`config.mk`:
```
export PLATFORM = sky130hd
export DESIGN_NAME = fpp_port
export DESIGN_NICKNAME = d
export VERILOG_FILES = /design/src/fpp_pkg.sv /design/src/fpp_port.sv /design/src/fpp_sync.sv
export SDC_FILE = /design/constraint.sdc
export NUM_CORES = 1
export LEC_CHECK = 0
export BUFFER_PORTS_ARGS = -buffer_cell sky130_fd_sc_hd__buf_2
export CAP_MARGIN = 20
export CORE_ASPECT_RATIO = 1.5
export CORE_MARGIN = 5
export CORE_UTILIZATION = 47
export DETAILED_ROUTE_END_ITERATION = 6
export GPL_ROUTABILITY_DRIVEN = 0
export MAX_ROUTING_LAYER = met4
export PLACE_DENSITY = 0.85
export SYNTH_ARGS = -nofsm -noshare
export SYNTH_HDL_FRONTEND = slang
export SYNTH_SLANG_ARGS = --single-unit
```
`constraint.sdc`:
```
create_clock -name clk_i -period 3.3 [get_ports clk_i]
set_input_delay 0.33 -clock clk_i [delete_from_list [all_inputs] [get_ports clk_i]]
set_output_delay 0.33 -clock clk_i [all_outputs]
set_load 0.05 [all_outputs]
```
`src/fpp_pkg.sv`:
```
`default_nettype none

package fpp_pkg;

    ////////////////////////////////////////////////////////////////////////
    // widths

    localparam int unsigned PIN_W = 4;
    localparam int unsigned OUT_W = 3;
    localparam int unsigned ADR_W = 5;
    localparam int unsigned DAT_W = 32;

    ////////////////////////////////////////////////////////////////////////
    // register byte addresses

    localparam logic [4:0] ADR_PIN_STATE = 5'h00;
    localparam logic [4:0] ADR_DIRECTION = 5'h04;
    localparam logic [4:0] ADR_LATCH = 5'h08;
    localparam logic [4:0] ADR_ANALOG = 5'h0c;
    localparam logic [4:0] ADR_CONTROL = 5'h10;

    ////////////////////////////////////////////////////////////////////////
    // field positions and reset values

    localparam int unsigned INPUT_ONLY_BIT = 3;
    localparam int unsigned CTRL_MASTER_CLEAR_PIN_ENABLE_BIT = 0;
    localparam int unsigned LANE0_SEL = 0;
    localparam logic [2:0] RST_DIRECTION = 3'h7;
    localparam logic [2:0] RST_ANALOG = 3'h7;
    localparam logic [2:0] RST_LATCH = 3'h0;
    localparam logic RST_MASTER_CLEAR_PIN_ENABLE = 1'b0;
    localparam logic [3:0] RST_SYNC = 4'h0;
    localparam logic [2:0] RST_PIN_OUT = 3'h0;
    localparam logic [31:0] RST_DATA = 32'h0000_0000;

    ////////////////////////////////////////////////////////////////////////
    // types

    typedef struct packed {
        logic [2:0] seg_en;
        logic [2:0] seg_val;
        logic [2:0] ccp_en;
        logic [2:0] ccp_val;
    } fpp_periph_t;

    typedef enum logic {
        FPP_IDLE,
        FPP_ACK
    } fpp_bus_state_t;

endpackage : fpp_pkg

`default_nettype wire

```
`src/fpp_port.sv`:
```
// Summary of operation
// - four pin port, direction bits for pins two..zero only
// - direction 1 floats driver, 0 drives latch
// - bit three input only, direction reads one
// - reads give pins, writes go to latch
// - port write with lane zero dropped loads sampled pins into latch
// - master clear enabled forces bit three zero
// - analog select forces digital reads to zero
// - analog select leaves digital output untouched
// - direction still drives analog pins; software inputs
// - analog select resets set; software clears it
// - segment beats compare beats latch per pin
// - peripheral digital inputs stay live when output
// - port bits three..zero, upper bits zero
// - direction resets to input, bit three one
// - small variant hides three output pins
// - latch reads give stored value, not pins
// - analog select bits two..zero, reset one
//
// Chosen here: the placing of the registers and the Wishbone register port.
`timescale 1ns/1ps
`default_nettype none

module fpp_port #(
    parameter bit SMALL_VARIANT = 1'b0
) (
    input wire logic clk_i,
    input wire logic rst_i,
    input wire logic ce_i,
    input wire logic cyc_i,
    input wire logic stb_i,
    input wire logic we_i,
    input wire logic [fpp_pkg::ADR_W-1:0] adr_i,
    input wire logic [3:0] sel_i,
    input wire logic [fpp_pkg::DAT_W-1:0] dat_i,
    output logic [fpp_pkg::DAT_W-1:0] dat_o,
    output logic ack_o,
    input wire fpp_pkg::fpp_periph_t periph_i,
    input wire logic [fpp_pkg::PIN_W-1:0] pin_i,
    output logic [fpp_pkg::OUT_W-1:0] pin_o,
    output logic [fpp_pkg::OUT_W-1:0] pin_oe_o,
    output logic [fpp_pkg::PIN_W-1:0] dig_in_o,
    output logic [fpp_pkg::OUT_W-1:0] analog_en_o
);

    ////////////////////////////////////////////////////////////////////////
    // declarations

    fpp_pkg::fpp_bus_state_t state_reg;
    fpp_pkg::fpp_bus_state_t state_next;
    logic [2:0] direction_reg;
    logic [2:0] latch_reg;
    logic [2:0] analog_reg;
    logic master_clear_pin_enable_reg;
    logic [2:0] pin_out_reg;
    logic [2:0] pin_oe_reg;
    logic [31:0] dat_reg;
    logic [31:0] dat_next;
    logic [3:0] pin_sync;
    logic [3:0] pin_read;
    logic [2:0] present;
    logic req;
    logic wr_go;
    logic lane0;

    ////////////////////////////////////////////////////////////////////////
    // helpers

    // highest enabled source wins the pin
    function automatic logic fpp_pick(
        input logic seg_en,
        input logic seg_val,
        input logic ccp_en,
        input logic ccp_val,
        input logic latch
    );
        if (seg_en) begin
            return seg_val;
        end else if (ccp_en) begin
            return ccp_val;
        end
        return latch;
    endfunction : fpp_pick

    function automatic logic [31:0] fpp_word(input logic [3:0] low);
        return {28'h000_0000, low};
    endfunction : fpp_word

    ////////////////////////////////////////////////////////////////////////
    // pin sampling

    fpp_sync fpp_sync_i (
        .clk_i(clk_i),
        .rst_i(rst_i),
        .ce_i(ce_i),
        .async_i(pin_i),
        .sync_o(pin_sync)
    );

    // output pins exist only on the large variant
    assign present = SMALL_VARIANT ? 3'h0 : 3'h7;

    always_comb begin
        pin_read[2:0] = pin_sync[2:0] & ~analog_reg & present;
        pin_read[fpp_pkg::INPUT_ONLY_BIT] =
            pin_sync[fpp_pkg::INPUT_ONLY_BIT] & ~master_clear_pin_enable_reg;
    end

    // peripherals see digital levels whatever the direction
    assign dig_in_o = pin_read;
    assign analog_en_o = analog_reg & present;

    ////////////////////////////////////////////////////////////////////////
    // wishbone slave

    assign req = cyc_i && stb_i;
    assign lane0 = sel_i[fpp_pkg::LANE0_SEL];
    assign wr_go = ce_i && (state_reg == fpp_pkg::FPP_ACK) && req && we_i
        && lane0;

    always_comb begin
        state_next = state_reg;
        unique case (state_reg)
            fpp_pkg::FPP_IDLE: begin
                if (req) begin
                    state_next = fpp_pkg::FPP_ACK;
                end
            end
            fpp_pkg::FPP_ACK: begin
                state_next = fpp_pkg::FPP_IDLE;
            end
        endcase
    end

    always_ff @(posedge clk_i) begin
        if (rst_i) begin
            state_reg <= fpp_pkg::FPP_IDLE;
        end else if (ce_i) begin
            state_reg <= state_next;
        end
    end

    assign ack_o = (state_reg == fpp_pkg::FPP_ACK);

    // read word; unmapped addresses answer with zero
    always_comb begin
        dat_next = fpp_pkg::RST_DATA;
        unique case (adr_i)
            fpp_pkg::ADR_PIN_STATE: begin
                dat_next = fpp_word(pin_read);
            end
            fpp_pkg::ADR_DIRECTION: begin
                dat_next = fpp_word({1'b1, direction_reg & present});
            end
            fpp_pkg::ADR_LATCH: begin
                dat_next = fpp_word({1'b0, latch_reg & present});
            end
            fpp_pkg::ADR_ANALOG: begin
                dat_next = fpp_word({1'b0, analog_reg & present});
            end
            fpp_pkg::ADR_CONTROL: begin
                dat_next = fpp_word({3'h0, master_clear_pin_enable_reg});
            end
            default: begin
                dat_next = fpp_pkg::RST_DATA;
            end
        endcase
    end

    always_ff @(posedge clk_i) begin
        if (rst_i) begin
            dat_reg <= fpp_pkg::RST_DATA;
        end else if (ce_i && state_reg == fpp_pkg::FPP_IDLE && req) begin
            dat_reg <= dat_next;
        end
    end

    assign dat_o = dat_reg;

    ////////////////////////////////////////////////////////////////////////
    // configuration registers

    always_ff @(posedge clk_i) begin
        if (rst_i) begin
            direction_reg <= fpp_pkg::RST_DIRECTION;
        end else if (wr_go && adr_i == fpp_pkg::ADR_DIRECTION) begin
            direction_reg <= dat_i[2:0];
        end
    end

    always_ff @(posedge clk_i) begin
        if (rst_i) begin
            analog_reg <= fpp_pkg::RST_ANALOG;
        end else if (wr_go && adr_i == fpp_pkg::ADR_ANALOG) begin
            analog_reg <= dat_i[2:0];
        end
    end

    always_ff @(posedge clk_i) begin
        if (rst_i) begin
            master_clear_pin_enable_reg <= fpp_pkg::RST_MASTER_CLEAR_PIN_ENABLE;
        end else if (wr_go && adr_i == fpp_pkg::ADR_CONTROL) begin
            master_clear_pin_enable_reg <= dat_i[fpp_pkg::CTRL_MASTER_CLEAR_PIN_ENABLE_BIT];
        end
    end

    ////////////////////////////////////////////////////////////////////////
    // output latch

    // a port write is a read-modify-write: a dropped lane keeps pin levels
    always_ff @(posedge clk_i) begin
        if (rst_i) begin
            latch_reg <= fpp_pkg::RST_LATCH;
        end else if (ce_i && ack_o && req && we_i) begin
            if (adr_i == fpp_pkg::ADR_PIN_STATE) begin
                latch_reg <= lane0 ? dat_i[2:0] : pin_read[2:0];
            end else if (adr_i == fpp_pkg::ADR_LATCH && lane0) begin
                latch_reg <= dat_i[2:0];
            end
        end
    end

    ////////////////////////////////////////////////////////////////////////
    // pin drivers

    // analog select plays no part in driving
    always_ff @(posedge clk_i) begin
        if (rst_i) begin
            pin_out_reg <= fpp_pkg::RST_PIN_OUT;
            pin_oe_reg <= fpp_pkg::RST_PIN_OUT;
        end else if (ce_i) begin
            for (int i = 0; i < fpp_pkg::OUT_W; i++) begin
                pin_out_reg[i] <= fpp_pick(periph_i.seg_en[i],
                    periph_i.seg_val[i], periph_i.ccp_en[i],
                    periph_i.ccp_val[i], latch_reg[i]);
            end
            pin_oe_reg <= ~direction_reg & present;
        end
    end

    assign pin_o = pin_out_reg;
    assign pin_oe_o = pin_oe_reg;
endmodule : fpp_port

`default_nettype wire

```
`src/fpp_sync.sv`:
```
`timescale 1ns/1ps
`default_nettype none

module fpp_sync (
    input wire logic clk_i,
    input wire logic rst_i,
    input wire logic ce_i,
    input wire logic [fpp_pkg::PIN_W-1:0] async_i,
    output logic [fpp_pkg::PIN_W-1:0] sync_o
);

    logic [fpp_pkg::PIN_W-1:0] meta_reg;
    logic [fpp_pkg::PIN_W-1:0] stage2_reg;
    logic [fpp_pkg::PIN_W-1:0] stage3_reg;
    logic [fpp_pkg::PIN_W-1:0] level_reg;

    ////////////////////////////////////////////////////////////////////////
    // three flops; only the second reads the first

    always_ff @(posedge clk_i) begin
        if (rst_i) begin
            meta_reg <= fpp_pkg::RST_SYNC;
            stage2_reg <= fpp_pkg::RST_SYNC;
            stage3_reg <= fpp_pkg::RST_SYNC;
        end else if (ce_i) begin
            meta_reg <= async_i;
            stage2_reg <= meta_reg;
            stage3_reg <= stage2_reg;
        end
    end

    ////////////////////////////////////////////////////////////////////////
    // a bit changes once the second and third stages agree

    always_ff @(posedge clk_i) begin
        if (rst_i) begin
            level_reg <= fpp_pkg::RST_SYNC;
        end else if (ce_i) begin
            for (int i = 0; i < fpp_pkg::PIN_W; i++) begin
                if (stage2_reg[i] == stage3_reg[i]) begin
                    level_reg[i] <= stage3_reg[i];
                end
            end
        end
    end

    assign sync_o = level_reg;

endmodule : fpp_sync

`default_nettype wire

```
==> qor.txt, run 1 <==
r2r setup slk -> 1830 ps
Final Hold Slack -> 270 ps
number of flops mapped to enable cells by yosys -> 0
synthesized-area fraction occupied by adder cells -> 0
Setup CP Type -> flop to output port
largest net degree at the start of global routing -> 39
PD cells -> 464 nW/um^2
initial antenna violation count -> 0
Yosys top cell by area -> dfxtp_1
min-delay src -> dat_i[1]
Ys Warns -> 0
status -> finished, final reports clean
R2R Path End -> analog_en_o[0]$_SDFFE_PP1P_
ys async rst share -> 0
Die ar. -> 5380 um^2
hold path cells -> 2
M1 GR Usage -> 0.171
crit start category -> flop
Worst-path clk slew -> 70 ps
Max VDD drop -> 0.292 mV
Detailed Route WL -> 3930 um
clock sinks -> 37
post-CTS setup buffers -> 0
GR Layer Usage met2 -> 0.267
layout cells sized above 1 -> 0.255
DR iter-0 viols -> 75
Port Buffers -> 48
Avg Vias per Cell -> 5.08
# resized after CTS -> 0
Design Area, Final -> 2130 um^2
Post-Syn Instances -> 205
largest family of logic cells by synthesized area -> simple AND/OR/NAND/NOR gates
Synth-to-Final Area Change -> 13.8%
hold endpoint -> direction_reg[1]$_SDFFE_PP1P_
Worst Path Required -> 2970 ps
RSZ-0062 raised after global routing -> no
placed cell area -> 2030 um^2
die height -> 87.4 um
post-layout minimum cycle time -> 1530 ps
Worst Reg2Reg Path Length in Cells -> 4
R2R Path Start -> ack_o$_SDFFE_PP0P_
GR Util All Layers -> 0.163
Leakage -> 0.000964 uW
H-tree levels -> 2
Tightest Hold Check Type -> input port to flop
synthesized cell area -> 1880 um^2
CTS tree -> built
# IOs -> 109
Seq cells post-synth -> 37
Slew @ Worst Pin -> 664 ps
CP top delay family -> flip-flops
Max Clock Skew -> 4.30 ps
drt drc -> 0
mux share of post-synthesis cell area -> 0.159
vias in the first global route -> 1439
CTS max path bufs -> 2
Final period util -> 0.465
count of buffer and inverter cells on the critical path -> 1
Fin. Hold Viols -> 0
Most used DFF post-synth -> dfxtp_1
XOR/XNOR share of the synthesized area -> 0
max-cap violations -> 0
max-slew violation count -> 0
gr ovfl total -> 0
Inserted Diodes -> 0
CP peak stage delay -> 360 ps
gr busiest metal -> met2
CP max stage cell -> dfxtp_1
via count -> 1504
CP cell instances -> nor2b_1, buf_2
synth top area cells -> dfxtp_1, mux2i_1, buf_4
clk_lat worst skew -> 290 ps
Routed Antenna Nets -> 0
Worst Setup End Kind -> output port
complex-gate fraction of the synthesized area -> 0.123
first-pass GRT wire length -> 6350 um
worst-path fanout max -> 3
GR Layer Usage met3 -> 0.0475
WL/cell -> 13.3 um
Synth Area in Simple Gates -> 0.182
Root Driver -> clkbuf_8
Slew HR -> 0.558
final HPWL from detailed placement -> 3030 um
Yosys top cell area share -> 0.395
starting density of the core -> 0.478
Worst EP arrival -> 1200 ps
sequential area share after synthesis -> 0.395
Layout Nets -> 314
setup_tns -> 0 ps
TritonCTS buffer count -> 5
Core ar. -> 3920 um^2
num rows -> 28
Die W -> 61.6 um
library cells used by synthesis -> 32
final setup vio count -> 0
Max Fclk -> 0.652 GHz
Post-Syn Area per Cell -> 9.15 um^2
DRT Pass-1 Iters -> 4
Crit. Startpoint -> fpp_sync_i.sync_o[2]$_SDFFE_PP0P_
post-layout util -> 0.544
Post-CTS Hold Buffers -> 0
layer usage:
metal	up-vias	wire [um]	part of all wire
met4	0	106	0.027
met5	-	0	0
met2	57	2020	0.51
met1	693	1420	0.36
li1	745	-	-
met3	9	376	0.096
per-stage QoR:
stage          worst slack (ps)  total power [uW]  cells
3_5_place_dp               1490               629    289
5_1_grt                    1680              1030    296
2_1_floorplan              1330               623    232
4_1_cts                    1760               998    296
3_3_place_gp               1530               627    289
6_report                   1770               991    296
logic make-up (layout without fill, tap and decap cells):
logic type / after synthesis / count (layout)
DFF: 37 / 37
AOI/OAI and AO/OA: 38 / 38
buffers and inverters: 40 / 59
other: 1 / 28
and+or+nand+nor: 63 / 63
muxes: 26 / 26
cells in the mapped netlist, types with 2 or more instances:
| cell type | instances |
|---|---|
| dfxtp_1 | 37 |
| buf_4 | 28 |
| mux2i_1 | 23 |
| nor2_1 | 23 |
| a21oi_1 | 15 |
| nand2_1 | 12 |
| o21ai_0 | 10 |
| nor2b_1 | 8 |
| buf_2 | 5 |
| a211o_1 | 4 |
| a211oi_1 | 4 |
| nand3_1 | 4 |
| a21o_1 | 3 |
| clkbuf_1 | 3 |
| mux4_2 | 3 |
| nor3_1 | 3 |
| and2_1 | 2 |
| inv_1 | 2 |
| nand2b_1 | 2 |
| nor4_4 | 2 |
cells in the final DEF, fill, tap and decap left out, drive strengths merged, types with 2 or more instances in the layout:
cell type	netlist	layout
and2	2	2
mux4	3	3
conb	1	28
clkinv	1	2
a211oi	4	4
nand3	4	4
a21o	3	3
mux2i	23	23
inv	2	2
dfxtp	37	37
buf	34	49
clkbuf	3	5
nor2b	8	8
o21ai	10	10
nand2b	2	2
a211o	4	4
a21oi	15	15
nor4	3	3
nor2	23	23
nor3	3	3
nand2	12	12
how the worst max path moves through the flow:
stage | depth (start not counted) | end
6_report | 2 | dig_in_o[2]
5_1_grt | 2 | dig_in_o[0]
4_1_cts | 2 | dig_in_o[2]
2_1_floorplan | 4 | dat_o[2]$_SDFFE_PP0P_
3_3_place_gp | 5 | direction_reg[1]$_SDFFE_PP1P_
3_5_place_dp | 5 | analog_en_o[0]$_SDFFE_PP1P_
power by group:
part	leakage (uW)	total (uW)	internal, uW	switching [uW]
logic	0.000610	160	35.4	124
clock network	0.0000540	372	219	152
registers	0.000300	460	455	5.08
total	0.000964	991	710	281
layout make-up:
| type | count | area, um^2 |
|---|---|---|
| Multi-Input combinational cell | 155 | 975 |
| Clock buffer | 5 | 68.8 |
| Timing Repair Buffer | 49 | 248 |
| Sequential cell | 37 | 741 |
| Clock inverter | 2 | 35.0 |
| Inverter | 3 | 11.3 |
| Fill cell | 361 | 1790 |
| Tap cell | 45 | 56.3 |
Power figures use the tool's default switching activity.
==> inputs of run 2 (changes only) <==
- ABC_AREA: not set -> 1
- CORE_UTILIZATION: 47 -> 44
- PLACE_DENSITY: 0.85 -> 0.8
- clock period: 3.3 -> 1.6 ns (I/O delays scaled with it)
==> qor.txt, run 2 <==
num rows -> 29
worst-path fanout max -> 5
ys async rst share -> 0
Die W -> 63.8 um
r2r setup slk -> 250 ps
max-slew violation count -> 0
most frequent cell after synthesis -> nand2_1
Setup CP Type -> flop to flop
number of flops mapped to enable cells by yosys -> 0
WL met1 -> 1590 um
setup_tns -> 0 ps
sequential area share after synthesis -> 0.388
Inserted Diodes -> 0
Yosys top cell by area -> dfxtp_1
gr ovfl total -> 0
Tightest Hold Check Type -> input port to flop
post-layout util -> 0.524
fin worst setup slack -> 255 ps
starting density of the core -> 0.453
clock sinks -> 37
Core ar. -> 4210 um^2
first-pass GRT wire length -> 6970 um
initial antenna violation count -> 0
Worst EP arrival -> 1530 ps
Worst Path Required -> 1790 ps
Seq cells post-synth -> 37
post-CTS setup buffers -> 0
Root Driver -> clkbuf_8
Fin. Hold Viols -> 0
Final period util -> 0.841
max-cap violations -> 0
Worst Setup End Kind -> flop
Post-Syn Instances -> 263
PD cells -> 953 nW/um^2
Die ar. -> 5780 um^2
highest metal used -> met4
Ys Warns -> 0
final HPWL from detailed placement -> 3310 um
Post-synth top cells -> nand2_1, dfxtp_1, nor2_1, o21ai_0, buf_4
Max VDD drop -> 0.722 mV
Post-CTS Hold Buffers -> 0
# IOs -> 109
Setup WS pre-CTS -> 234 ps
final setup vio count -> 0
# resized after CTS -> 0
GR Util All Layers -> 0.154
Leakage -> 0.00104 uW
Layout Nets -> 375
WL met2 -> 2150 um
Design Area, Final -> 2210 um^2
H-tree levels -> 2
drt drc -> 0
via count -> 1752
Detailed Route WL -> 4220 um
Port Buffers -> 48
Yosys top cell area share -> 0.388
crit start category -> flop
synthesized cell area -> 1910 um^2
final instance count without filler cells -> 358
status -> finished, final reports clean
Max Fclk -> 0.743 GHz
library cells used by synthesis -> 26
Placed Instances -> 351
layout cells sized above 1 -> 0.244
post-layout minimum cycle time -> 1350 ps
largest net degree at the start of global routing -> 23
clk_lat worst skew -> 290 ps
met3 WL post-DR -> 327 um
RSZ-0062 raised after global routing -> no
Avg Vias per Cell -> 4.89
vias in the first global route -> 1649
Most used DFF post-synth -> dfxtp_1
most frequent cells in the layout -> buf_2, nand2_1, dfxtp_1
TritonCTS buffer count -> 5
die height -> 90.7 um
Max Clock Skew -> 7.77 ps
DR iter-0 viols -> 62
placed cell area -> 2100 um^2
synth top area cells -> dfxtp_1, buf_4, nand2_1
most common cell after layout, fill and taps aside -> buf_2
DRT Pass-1 Iters -> 4
CTS tree -> built
CTS max path bufs -> 2
Post-Syn Area per Cell -> 7.26 um^2
Routed Antenna Nets -> 0
WL/cell -> 11.8 um
Worst-path clk slew -> 70 ps
Synth-to-Final Area Change -> 15.6%
==> run 2: cell types whose count changed after synthesis, sizes merged, moves of 4 or more <==
cell	previous run	this run
nor2	23	41
a211o	4	0
nand2	12	46
inv	2	21
mux2i	23	2
a211oi	4	0
nor2b	8	0
a21oi	15	23
nand4	1	6
o21ai	10	31
nand3	4	8
==> run 2: final timing paths <==
kind / start / endpoint / depth (start not counted)
worst max-delay path: ack_o$_SDFFE_PP0P_ / latch_reg[0]$_SDFFE_PP0P_ / 7
worst min-delay path: pin_i[2] / fpp_sync_i.meta_reg[2]$_SDFFE_PP0P_ / 3
worst max register to register: ack_o$_SDFFE_PP0P_ / latch_reg[0]$_SDFFE_PP0P_ / 7
worst min register to register: direction_reg[1]$_SDFFE_PP1P_ / pin_oe_o[1]$_SDFFE_PP0P_ / 1
==> run 2: layer usage <==
metal  vias to the layer above  track usage
met5                         -            -
met4                         0       0.0936
met1                       776        0.149
met2                        63        0.263
met3                        15       0.0436
li1                        898            -
==> run 2: final cells by class <==
cell class	instances	area (um^2)
fillers	393	2000
repair buffers	52	283
well taps	46	57.6
clock inverters	2	35.0
inverters	21	78.8
flip-flops and latches	37	741
clock buffers	5	68.8
multi-input cells	195	942
==> run 2: stage by stage <==
stage          total power [uW]  hold slack, ps
2_1_floorplan              1310             239
3_3_place_gp               1340             386
3_5_place_dp               1340             395
4_1_cts                    2110            90.9
5_1_grt                    2190            88.1
6_report                   2100            90.7
==> run 2: logic make-up after synthesis <==
group | Yosys count | share of synthesized area
other | 1 | 0.00197
and+or+nand+nor | 105 | 0.254
buffers and inverters | 58 | 0.175
DFF | 37 | 0.388
AOI/OAI and AO/OA | 60 | 0.170
muxes | 2 | 0.0105
==> run 2: worst max-delay path: stages (launching register included) <==
cell and delay (ps):
dfxtp_1 370, nand2_1 100, nor3_4 200, nand2_2 180, o21ai_2 180, inv_1 70, nor2_1 90, nor2_1 50
==> run 2: report_power, final <==
| part | switching, uW | internal (uW) | total, uW |
|---|---|---|---|
| Sequential | 12.8 | 950 | 962 |
| Combinational | 284 | 75.7 | 360 |
| Clock | 326 | 453 | 779 |
| Total | 623 | 1480 | 2100 |
==> inputs of run 3 (changes only) <==
- CORE_UTILIZATION: 44 -> 40
- PLACE_DENSITY: 0.8 -> 0.77
- clock period: 1.6 -> 1.1 ns (I/O delays scaled with it)
==> qor.txt, run 3 (same netlist as run 2, synthesis figures left out) <==
clk_lat worst skew -> 290 ps
Leakage -> 0.00120 uW
Worst Reg2Reg Path Length in Cells -> 8
GR Util All Layers -> 0.157
gr ovfl total -> 0
R2R Path Start -> ack_o$_SDFFE_PP0P_
hold path cells -> 3
status -> finished with violations
Synth-to-Final Area Change -> 34.8%
num rows -> 30
setup_tns -> -673 ps
min-delay src -> pin_i[1]
Avg Vias per Cell -> 4.73
layout cells sized above 1 -> 0.384
Setup WS pre-CTS -> -156 ps
CTS tree -> built
Max Fclk -> 0.832 GHz
final HPWL from detailed placement -> 3690 um
Routed Antenna Nets -> 0
final instance count without filler cells -> 405
final setup vio count -> 12
most frequent cells in the layout -> buf_2, nand2_1, nor2_1
max-slew violation count -> 0
Post-CTS Hold Buffers -> 0
PD cells -> 1200 nW/um^2
most common cell after layout, fill and taps aside -> buf_2
fin worst setup slack -> -101 ps
hold endpoint -> fpp_sync_i.meta_reg[1]$_SDFFE_PP0P_
Worst-path clk slew -> 80 ps
worst-path fanout max -> 3
R2R Path End -> latch_reg[0]$_SDFFE_PP0P_
drt drc -> 0
Worst Path Required -> 1290 ps
Worst Setup End Kind -> flop
WL/cell -> 12.2 um
first-pass GRT wire length -> 7350 um
Core ar. -> 4580 um^2
Port Buffers -> 48
largest net degree at the start of global routing -> 23
Detailed Route WL -> 4940 um
Placed Instances -> 390
Setup CP Type -> flop to flop
crit start category -> flop
via count -> 1917
Inserted Diodes -> 0
Tightest Hold Check Type -> input port to flop
Fin. Hold Viols -> 0
starting density of the core -> 0.417
Final period util -> 1.09
H-tree levels -> 2
r2r setup slk -> -100 ps
die height -> 94.6 um
max-cap violations -> 0
RSZ-0062 raised after global routing -> yes
DR iter-0 viols -> 121
post-layout minimum cycle time -> 1200 ps
DRT Pass-1 Iters -> 4
failing checks -> setup timing
vias in the first global route -> 1750
CTS max path bufs -> 2
Layout Nets -> 403
Root Driver -> clkbuf_8
clock sinks -> 37
Worst EP arrival -> 1400 ps
Die ar. -> 6280 um^2
initial antenna violation count -> 0
Max Clock Skew -> 7.85 ps
# IOs -> 109
Die W -> 66.4 um
TritonCTS buffer count -> 5
Max VDD drop -> 0.527 mV
run 3: report_power, final:
group | total, uW | switching, uW | leakage [uW] | internal, uW
clock network | 1110 | 526 | 0.0000525 | 587
logic | 584 | 437 | 0.000845 | 147
registers | 1400 | 18.7 | 0.000304 | 1380
run 3: layer usage:
layer  global-route usage  wire length (um)  share of wire
met5                    -                 0              0
met4               0.0763               108          0.022
met3               0.0250               285          0.058
met2                0.298              2740           0.55
met1                0.147              1810           0.37
run 3: critical path, cell delays in order (launching register included):
cell and delay, ps:
dfxtp_4 360, nand2_4 50, nor3_4 200, buf_4 170, nand2_2 40, o21ai_2 60
inv_1 70, nor2_1 100, nor2_1 50
run 3: through the flow:
| stage | hold slack (ps) | cell area [um^2] | util | power, uW |
|---|---|---|---|---|
| CTS | 29.1 | 2490 | 0.543 | 3110 |
| detailed placement | 340 | 2300 | 0.503 | 1990 |
| finish | 32.7 | 2570 | 0.561 | 3090 |
| floorplan | 189 | 2050 | - | 1910 |
| global placement | 333 | 2300 | 0.503 | 1980 |
| global route | 39.9 | 2570 | 0.561 | 3210 |
run 3: worst max path at each step:
stage | start | to | slack (ps) | cells past startpoint
2_1_floorplan | ack_o$_SDFFE_PP0P_ | latch_reg[0]$_SDFFE_PP0P_ | -140 | 7
3_3_place_gp | adr_i[1] | dat_o[1]$_SDFFE_PP0P_ | -160 | 7
3_5_place_dp | adr_i[1] | dat_o[1]$_SDFFE_PP0P_ | -160 | 7
4_1_cts | ack_o$_SDFFE_PP0P_ | latch_reg[0]$_SDFFE_PP0P_ | -120 | 8
5_1_grt | ack_o$_SDFFE_PP0P_ | latch_reg[0]$_SDFFE_PP0P_ | -180 | 8
6_report | ack_o$_SDFFE_PP0P_ | latch_reg[0]$_SDFFE_PP0P_ | -100 | 8
run 3: final cells by class:
cell class,instances,area [um^2]
repair buffers,80,523
well taps,64,80.1
clock inverters,2,16.3
inverters,21,78.8
multi-input cells,195,1020
flip-flops and latches,37,757
fillers,438,2010
clock buffers,6,93.8
run 3: timing repair:
action	4_1_cts	5_1_grt
cloned	0	0
buffers inserted	1	6
pin swaps	4	7
gates resized for setup	20	19
setup endpoints to repair	17	17
